==> config.mk <==
export PLATFORM = sky130hd
export DESIGN_NAME = sfdpb_rom
export DESIGN_NICKNAME = d
export VERILOG_FILES = /design/src/design/sfdpb_pkg.sv /design/src/design/sfdpb_rom.sv
export SDC_FILE = /design/constraint.sdc
export NUM_CORES = 1
export LEC_CHECK = 0
export ABC_AREA = 1
export BUFFER_PORTS_ARGS = -buffer_cell sky130_fd_sc_hd__buf_2
export CORE_MARGIN = 2
export CORE_UTILIZATION = 50
export DETAILED_ROUTE_END_ITERATION = 10
export GPL_ROUTABILITY_DRIVEN = 1
export GPL_TIMING_DRIVEN = 0
export PLACE_DENSITY = 0.8
export SYNTH_ARGS = -nofsm -noshare
export SYNTH_HDL_FRONTEND = slang
export SYNTH_SLANG_ARGS = --single-unit
==> constraint.sdc <==
create_clock -name clk -period 1.95 [get_ports clk]
set_clock_uncertainty 0.15 [all_clocks]
set_input_delay 0.0975 -clock clk [delete_from_list [all_inputs] [get_ports clk]]
set_output_delay 0.0975 -clock clk [all_outputs]
set_load 0.02 [all_outputs]
==> src/design/sfdpb_pkg.sv <==
/*
  Package for the basic parameter table content block: table addresses,
  field positions and encodings, and the request and answer carriers.
  Assumes a byte-wide parameter read path driven by a command decoder.
*/
package sfdpb_pkg;

  // ----------------------------------------------------------------------
  // Command and table placement
  // ----------------------------------------------------------------------
  localparam logic [7:0] read_discoverable_params_cmd = 8'h5A;
  localparam int unsigned ADDR_BYTES = 3;
  localparam logic [7:0] HDR_PTR_ADDR = 8'h0C;
  localparam logic [7:0] HDR_LEN_ADDR = 8'h0B;
  localparam logic [7:0] TBL_FIRST = 8'h30;
  localparam logic [7:0] TBL_LEN_DW = 8'h09;
  localparam logic [7:0] TBL_LAST = 8'h3B;

  // ----------------------------------------------------------------------
  // Byte 30h and 31h fields
  // ----------------------------------------------------------------------
  localparam logic [1:0] ERASE_4K_CODE = 2'h1;
  localparam logic [0:0] WR_GRAN_64B = 1'h1;
  localparam logic [0:0] VOL_WREN_REQ = 1'h0;
  localparam logic [0:0] VOL_WREN_SEL = 1'h0;
  localparam logic [2:0] B30_UNUSED = 3'h7;
  localparam logic [7:0] ERASE_4K_OPCODE = 8'h20;

  // ----------------------------------------------------------------------
  // Byte 32h fields
  // ----------------------------------------------------------------------
  localparam logic [0:0] FR_112_SUP = 1'h1;
  localparam logic [1:0] ADDR_MODE_3B = 2'h0;
  localparam logic [0:0] DTR_SUP = 1'h0;
  localparam logic [0:0] FR_122_SUP = 1'h0;
  localparam logic [0:0] FR_144_SUP = 1'h0;
  localparam logic [0:0] FR_114_SUP = 1'h0;
  localparam logic [0:0] B32_UNUSED = 1'h1;

  // ----------------------------------------------------------------------
  // Density and quad read fields
  // ----------------------------------------------------------------------
  localparam logic [7:0] UNUSED_BYTE = 8'hFF;
  localparam logic [31:0] DENSITY_WORD = 32'h007FFFFF;
  localparam logic [4:0] NO_WAIT = 5'h00;
  localparam logic [2:0] NO_MODE = 3'h0;
  localparam logic [7:0] NO_OPCODE = 8'hFF;

  // ----------------------------------------------------------------------
  // Carriers
  // ----------------------------------------------------------------------
  typedef struct packed {
    logic start;
    logic next;
    logic [23:0] addr;
  } sfdpb_req_type;

  typedef struct packed {
    logic valid;
    logic hit;
    logic [7:0] data;
  } sfdpb_rsp_type;

endpackage

==> src/design/sfdpb_rom.sv <==
/*
  Basic parameter table content (bytes 30h..3Bh) with an address counter.
  Assumes the command decoder has taken opcode 5Ah, three address bytes and
  one dummy byte, pulses start with the address, and pulses next per byte
  shifted out while chip select stays low. Chip select high ends the read.
*/
`timescale 1ns/100ps

module sfdpb_rom (
  input wire logic clk,
  input wire logic rstn,
  input wire logic clk_en,
  input wire logic cs_n,
  input wire sfdpb_pkg::sfdpb_req_type req,
  output sfdpb_pkg::sfdpb_rsp_type rsp,
  output logic [7:0] hdr_ptr,
  output logic [7:0] hdr_len
);

  // ----------------------------------------------------------------------
  // Table content
  // ----------------------------------------------------------------------
  function automatic logic [7:0] tbl_byte(input logic [3:0] idx);
    logic [7:0] b;
    b = sfdpb_pkg::UNUSED_BYTE;
    unique case (idx)
      4'h0: b = {sfdpb_pkg::B30_UNUSED, sfdpb_pkg::VOL_WREN_SEL,
                 sfdpb_pkg::VOL_WREN_REQ, sfdpb_pkg::WR_GRAN_64B,
                 sfdpb_pkg::ERASE_4K_CODE};
      4'h1: b = sfdpb_pkg::ERASE_4K_OPCODE;
      4'h2: b = {sfdpb_pkg::B32_UNUSED, sfdpb_pkg::FR_114_SUP, sfdpb_pkg::FR_144_SUP,
                 sfdpb_pkg::FR_122_SUP, sfdpb_pkg::DTR_SUP,
                 sfdpb_pkg::ADDR_MODE_3B, sfdpb_pkg::FR_112_SUP};
      4'h3: b = sfdpb_pkg::UNUSED_BYTE;
      4'h4: b = sfdpb_pkg::DENSITY_WORD[7:0];
      4'h5: b = sfdpb_pkg::DENSITY_WORD[15:8];
      4'h6: b = sfdpb_pkg::DENSITY_WORD[23:16];
      4'h7: b = sfdpb_pkg::DENSITY_WORD[31:24];
      4'h8: b = {sfdpb_pkg::NO_MODE, sfdpb_pkg::NO_WAIT};
      4'h9: b = sfdpb_pkg::NO_OPCODE;
      4'hA: b = {sfdpb_pkg::NO_MODE, sfdpb_pkg::NO_WAIT};
      4'hB: b = sfdpb_pkg::NO_OPCODE;
      default: b = sfdpb_pkg::UNUSED_BYTE;
    endcase
    return b;
  endfunction

  function automatic logic in_table(input logic [23:0] a);
    return (a[23:8] == 16'h0000) && (a[7:0] >= sfdpb_pkg::TBL_FIRST)
      && (a[7:0] <= sfdpb_pkg::TBL_LAST);
  endfunction

  // ----------------------------------------------------------------------
  // Address counter and output byte
  // ----------------------------------------------------------------------
  logic [23:0] addr_q, addr_d, cur;
  logic active_q, active_d;
  sfdpb_pkg::sfdpb_rsp_type rsp_q, rsp_d;

  always_comb begin
    addr_d = addr_q;
    active_d = active_q;
    rsp_d = rsp_q;
    rsp_d.valid = 1'b0;
    cur = addr_q;
    if (cs_n) begin
      active_d = 1'b0;
    end else if (req.start || (req.next && active_q)) begin
      cur = req.start ? req.addr : addr_q;
      active_d = 1'b1;
      addr_d = cur + 24'h000001;
      rsp_d.valid = 1'b1;
      rsp_d.hit = in_table(cur);
      rsp_d.data = sfdpb_pkg::UNUSED_BYTE;
      if (in_table(cur)) begin
        rsp_d.data = tbl_byte(4'(cur[7:0] - sfdpb_pkg::TBL_FIRST));
      end
    end
  end

  always_ff @(posedge clk or negedge rstn) begin
    if (!rstn) begin
      addr_q <= 24'h000000;
      active_q <= 1'b0;
      rsp_q <= '0;
    end else if (clk_en) begin
      addr_q <= addr_d;
      active_q <= active_d;
      rsp_q <= rsp_d;
    end
  end

  assign rsp = rsp_q;
  assign hdr_ptr = sfdpb_pkg::TBL_FIRST;
  assign hdr_len = sfdpb_pkg::TBL_LEN_DW;

  // ----------------------------------------------------------------------
  // Checks
  // ----------------------------------------------------------------------
  a_byte30_value: assert property (@(posedge clk) disable iff (!rstn)
    (clk_en && !cs_n && req.start && req.addr == 24'h000030) |=> rsp.data == 8'hE5)
    else $error("byte 30h not E5h");
  a_byte31_value: assert property (@(posedge clk) disable iff (!rstn)
    (clk_en && !cs_n && req.start && req.addr == 24'h000031) |=> rsp.data == 8'h20)
    else $error("byte 31h not 20h");
  a_byte32_value: assert property (@(posedge clk) disable iff (!rstn)
    (clk_en && !cs_n && req.start && req.addr == 24'h000032) |=> rsp.data == 8'h81)
    else $error("byte 32h not 81h");
  a_byte33_value: assert property (@(posedge clk) disable iff (!rstn)
    (clk_en && !cs_n && req.start && req.addr == 24'h000033) |=> rsp.data == 8'hFF)
    else $error("byte 33h not FFh");
  a_density_low: assert property (@(posedge clk) disable iff (!rstn)
    (clk_en && !cs_n && req.start && req.addr == 24'h000034) |=> rsp.data == 8'hFF)
    else $error("density low byte wrong");
  a_density_high: assert property (@(posedge clk) disable iff (!rstn)
    (clk_en && !cs_n && req.start && req.addr == 24'h000037) |=> rsp.data == 8'h00)
    else $error("density high byte wrong");
  a_quad_wait: assert property (@(posedge clk) disable iff (!rstn)
    (clk_en && !cs_n && req.start && (req.addr == 24'h000038 || req.addr == 24'h00003A))
    |=> rsp.data == 8'h00)
    else $error("quad wait byte not zero");
  a_quad_opcode: assert property (@(posedge clk) disable iff (!rstn)
    (clk_en && !cs_n && req.start && (req.addr == 24'h000039 || req.addr == 24'h00003B))
    |=> rsp.data == 8'hFF)
    else $error("quad opcode not FFh");
  a_addr_ascend: assert property (@(posedge clk) disable iff (!rstn)
    (clk_en && !cs_n && req.start) |=> addr_q == $past(req.addr) + 24'h000001)
    else $error("address did not advance");
  a_cs_ends: assert property (@(posedge clk) disable iff (!rstn)
    (clk_en && cs_n) |=> !active_q && !rsp.valid)
    else $error("read continued after deselect");
  a_header_ptr: assert property (@(posedge clk) disable iff (!rstn)
    hdr_ptr == 8'h30 && hdr_len == 8'h09)
    else $error("header pointer wrong");

  // ----------------------------------------------------------------------
  // Field checks on returned bytes 30h, 32h, 36h, 38h and 3Ah, started or stepped
  // ----------------------------------------------------------------------
  a_erase_size: assert property (@(posedge clk) disable iff (!rstn)
    (rsp.valid && addr_q == 24'h000031)
    |-> rsp.data[1:0] == 2'h1)
    else $error("erase size field wrong");

  a_write_gran: assert property (@(posedge clk) disable iff (!rstn)
    (rsp.valid && addr_q == 24'h000031)
    |-> rsp.data[2] == 1'h1)
    else $error("write granularity bit wrong");

  a_vol_wren: assert property (@(posedge clk) disable iff (!rstn)
    (rsp.valid && addr_q == 24'h000031)
    |-> rsp.data[4:3] == 2'h0)
    else $error("volatile write enable bits wrong");

  a_dual_read: assert property (@(posedge clk) disable iff (!rstn)
    (rsp.valid && addr_q == 24'h000033)
    |-> rsp.data[0] == 1'h1 && rsp.data[6:4] == 3'h0)
    else $error("fast read support bits wrong");

  a_addr_mode: assert property (@(posedge clk) disable iff (!rstn)
    (rsp.valid && addr_q == 24'h000033)
    |-> rsp.data[2:1] == 2'h0)
    else $error("address byte field wrong");

  a_dtr_flag: assert property (@(posedge clk) disable iff (!rstn)
    (rsp.valid && addr_q == 24'h000033)
    |-> rsp.data[3] == 1'h0)
    else $error("double rate flag wrong");

  a_quad_mode: assert property (@(posedge clk) disable iff (!rstn)
    (rsp.valid && (addr_q == 24'h000039 || addr_q == 24'h00003B))
    |-> rsp.data[7:5] == 3'h0)
    else $error("quad mode bits not zero");

  a_density_mid: assert property (@(posedge clk) disable iff (!rstn)
    (rsp.valid && addr_q == 24'h000037)
    |-> rsp.data == 8'h7F)
    else $error("density third byte wrong");

  // ----------------------------------------------------------------------
  // Handshake checks
  // ----------------------------------------------------------------------
  a_valid_next: assert property (@(posedge clk) disable iff (!rstn)
    (clk_en && !cs_n && (req.start || (req.next && active_q)))
    |=> rsp.valid)
    else $error("taken request not answered");

  a_valid_single: assert property (@(posedge clk) disable iff (!rstn)
    (clk_en && !(!cs_n && (req.start || (req.next && active_q))))
    |=> !rsp.valid)
    else $error("answer without request");

  a_orphan_next: assert property (@(posedge clk) disable iff (!rstn)
    (clk_en && !cs_n && !req.start && req.next && !active_q)
    |=> !rsp.valid)
    else $error("next answered without start");

  a_next_ascend: assert property (@(posedge clk) disable iff (!rstn)
    (clk_en && !cs_n && !req.start && req.next && active_q)
    |=> addr_q == $past(addr_q) + 24'h000001)
    else $error("address did not step");

  a_clk_freeze: assert property (@(posedge clk) disable iff (!rstn)
    !clk_en
    |=> $stable(rsp) && $stable(addr_q) && $stable(active_q))
    else $error("state moved while disabled");

endmodule // sfdpb_rom

==> impl_metrics.env <==
export IMPL_status="completed"
export IMPL_area_growth_pct=17.3
export IMPL_hp_start="cs_n"
export IMPL_p_clk_share_pct=28.3
export IMPL_numClockSinks=32
export IMPL_yosysWarnings=0
export IMPL_syn_cell_area_um2=3010
export IMPL_synth_top_cells_by_area="dfrtp_1 (27%), nand2_1 (24%), inv_1 (6.6%), buf_4 (5.0%), nand3_1 (4.8%)"
export IMPL_tns_ns=0
export IMPL_h_tree_depth=2
export IMPL_row_count=28
export IMPL_io_pins=56
export IMPL_postRouteAntennaNets=0
export IMPL_avgSynthCellArea_um2=6.23
export IMPL_synth_seq_cells=32
export IMPL_start_util_pct=51.1
export IMPL_cp_end_kind="register"
export IMPL_grt_max_degree=33
export IMPL_crit_slowest_cell="dfrtp_1"
export IMPL_p_per_area_nw_per_um2=670
export IMPL_p_leak_nw=1.86
export IMPL_diodes=0
export IMPL_coreArea_um2=5890
export IMPL_crit_type="reg2reg"
export IMPL_rr_worst_depth=12
export IMPL_final_common_cell="nand2_1"
export IMPL_ctsLongestPathBuffers=2
export IMPL_finalSetupViolCount=0
export IMPL_nFillCells=596
export IMPL_switching_share_pct=38.7
export IMPL_wire_per_inst_um=13.4
export IMPL_grt_pass1_vias=2940
export IMPL_reg2reg_to="addr_q[16]"
export IMPL_die_y_um=81.6
export IMPL_ys_types=33
export IMPL_portBuffers=38
export IMPL_cp_cell_sequence="nand2_1 -> o21ai_4 -> ha_2 -> nand3_2 -> nor2_4 -> nand2_2 -> inv_2 -> nand2_1 -> nand2_1 -> nand2_1 -> nand2_1 -> nand2_1"
export IMPL_p_total_mw=2.36
export IMPL_seq_power_share_pct=35.6
export IMPL_min_to="addr_q[13]"
export IMPL_rrSetupSlack_ns=0.07
export IMPL_die_w_um=81.6
export IMPL_p_sw_mw=0.916
export IMPL_p_int_mw=1.45
export IMPL_dpl_hpwl_um=6160
export IMPL_cts_buffers=5
export IMPL_synth_cells=483
export IMPL_final_seq_area_um2=801
export IMPL_drtIter0Drc=272
export IMPL_gp_congestion=1.00
export IMPL_nets=583
export IMPL_cp_arrival_ns=1.93
export IMPL_multi_input_area_um2=1770
export IMPL_ir_drop_v=0.000657
export IMPL_fin_util_pct=60.0
export IMPL_share_comb_of_total_power_pct=36.1
export IMPL_drc=0
export IMPL_max_slew_margin_rel_pct=48.8
export IMPL_routed_wl_um=8330
export IMPL_clkLatencyLatePin_ns=0.30
export IMPL_vias=3129
export IMPL_final_cell_mix="nand2_1 (195), inv_1 (53), buf_2 (43)"
export IMPL_synth_top_cell_by_area="dfrtp_1"
export IMPL_r2r_start="addr_q[0]"
export IMPL_antenna_found_initial=0
export IMPL_grt_overflow=0
export IMPL_path_buf_inv=1
export IMPL_hold_depth=4
export IMPL_cpPeakStageDelay_ns=0.38
export IMPL_first_pass_iters=5
export IMPL_dieArea_um2=6660
export IMPL_drv_slew=0
export IMPL_crit_family="simple AND/OR/NAND/NOR gates"
export IMPL_tritoncts="built"
export IMPL_worst_pin_slew_ns=0.768
export IMPL_cts_root_buf="clkbuf_8"
export IMPL_period_minus_slack_ns=1.88
export IMPL_period_share_pct=96.6
export IMPL_maxCapViolations=0
export IMPL_yosysSeqAreaShare_pct=26.6
export IMPL_path_max_fanout=5
export IMPL_max_freq_mhz=531
export IMPL_grt_pass1_wl_um=13500
export IMPL_worst_hold_path_type="in2reg"
export IMPL_path_common_cell="nand2_1"
export IMPL_hold_violations=0
export IMPL_grt_use_total_pct=26.8
export IMPL_cp_required_ns=1.99
export IMPL_layout_drive_gt1_share_pct=24.0
export IMPL_synth_top_area_share_pct=26.6
export IMPL_path_clk_slew_ns=0.08
export IMPL_viasPerCell=5.01
export IMPL_crit_path_start_kind="register"
worst max path at each step:
stage,start,slack [ns],cells past startpoint,endpoint
finish,addr_q[0],0.07,12,addr_q[16]
detailed placement,req[25],-0.03,14,addr_q[16]
global placement,req[25],-0.01,12,addr_q[22]
global route,addr_q[0],-0.05,10,addr_q[22]
floorplan,req[25],0.24,12,addr_q[22]
CTS,addr_q[0],0.09,12,addr_q[16]
logic make-up (layout without fill, tap and decap cells):
group           Yosys count  after routing  synth area share [%]
xor+xnor                  1              1                 0.291
compound gates           48             48                  9.06
other cells               2             16                 0.249
fa+ha+maj                 5              5                  2.08
simple gates            302            302                  44.6
buf+inv                  93            145                  17.1
flops                    32             32                  26.6
cell usage after synthesis:
| master | number |
|---|---|
| a21oi_1 | 9 |
| a22oi_1 | 1 |
| a31oi_1 | 4 |
| buf_2 | 5 |
| buf_4 | 20 |
| buf_6 | 6 |
| buf_8 | 3 |
| clkinv_1 | 2 |
| conb_1 | 2 |
| dfrtp_1 | 32 |
| ha_1 | 5 |
| inv_1 | 53 |
| inv_2 | 3 |
| inv_6 | 1 |
| nand2_1 | 195 |
| nand2_2 | 13 |
| nand2_4 | 1 |
| nand3_1 | 29 |
| nand3_2 | 3 |
| nand3_4 | 1 |
| nand4_1 | 3 |
| nor2_1 | 33 |
| nor2_2 | 10 |
| nor2_4 | 3 |
| nor2_8 | 1 |
| nor3_1 | 4 |
| nor3_4 | 1 |
| o21ai_0 | 13 |
| o21ai_1 | 13 |
| o21ai_2 | 6 |
| o22ai_1 | 2 |
| or2_2 | 5 |
| xor2_1 | 1 |
final cells by class:
cell class | instances | share of cell area, %
Sequential cell | 32 | 22.7
Buffer | 34 | 8.15
Tap cell | 75 | 2.66
Timing Repair Buffer | 44 | 6.87
Clock inverter | 3 | 1.20
Multi-Input combinational cell | 372 | 50.1
Inverter | 59 | 6.41
Clock buffer | 5 | 1.95
layer usage:
metal  vias up  GRT usage (%)  wire length [um]
met5         -              0                 0
met1      1418           34.3              3710
met2       114           46.0              3980
met3        14           3.85               430
li1       1583              -                 -
met4         0           9.83               207
through the flow:
step	cell area [um^2]	std cells	hold WS, ns	setup WS, ns
after CTS	3490	621	0.0404	0.0949
after floorplan	3060	497	-0.348	0.238
after global routing	3530	624	0.0589	-0.0468
after detailed placement	3350	610	0.0622	-0.0329
final	3530	624	0.0392	0.0664
after global placement	3350	610	0.0546	-0.0142
flip-flops by register name, indices dropped and copies added, names as in the netlist:
| signal | count |
|---|---|
| rsp | 7 |
| active_q | 1 |
| addr_q | 24 |
power groups by stage:
stage	registers, mW	clock network (mW)	logic, mW
after floorplan	0.839	0	0.624
after global placement	0.845	0	0.792
after detailed placement	0.852	0	0.815
after CTS	0.840	0.673	0.826
after global routing	0.855	0.702	0.958
final	0.841	0.670	0.854
tightest hold or removal path, stage by stage:
cell,delay [ns]
buf_2,0.14
nor2_8,0.07
nor2_1,0.08
a31oi_1,0.05
what timing repair did:
| item | CTS | global route |
|---|---|---|
| hold endpoints to repair | 34 | 0 |
| endpoints found under the setup margin | 0 | 7 |
| resized for setup | 0 | 4 |
| hold buffers | 3 | 0 |
| setup buffers | 0 | 3 |
No activity file was read; power rests on OpenSTA's default activity.
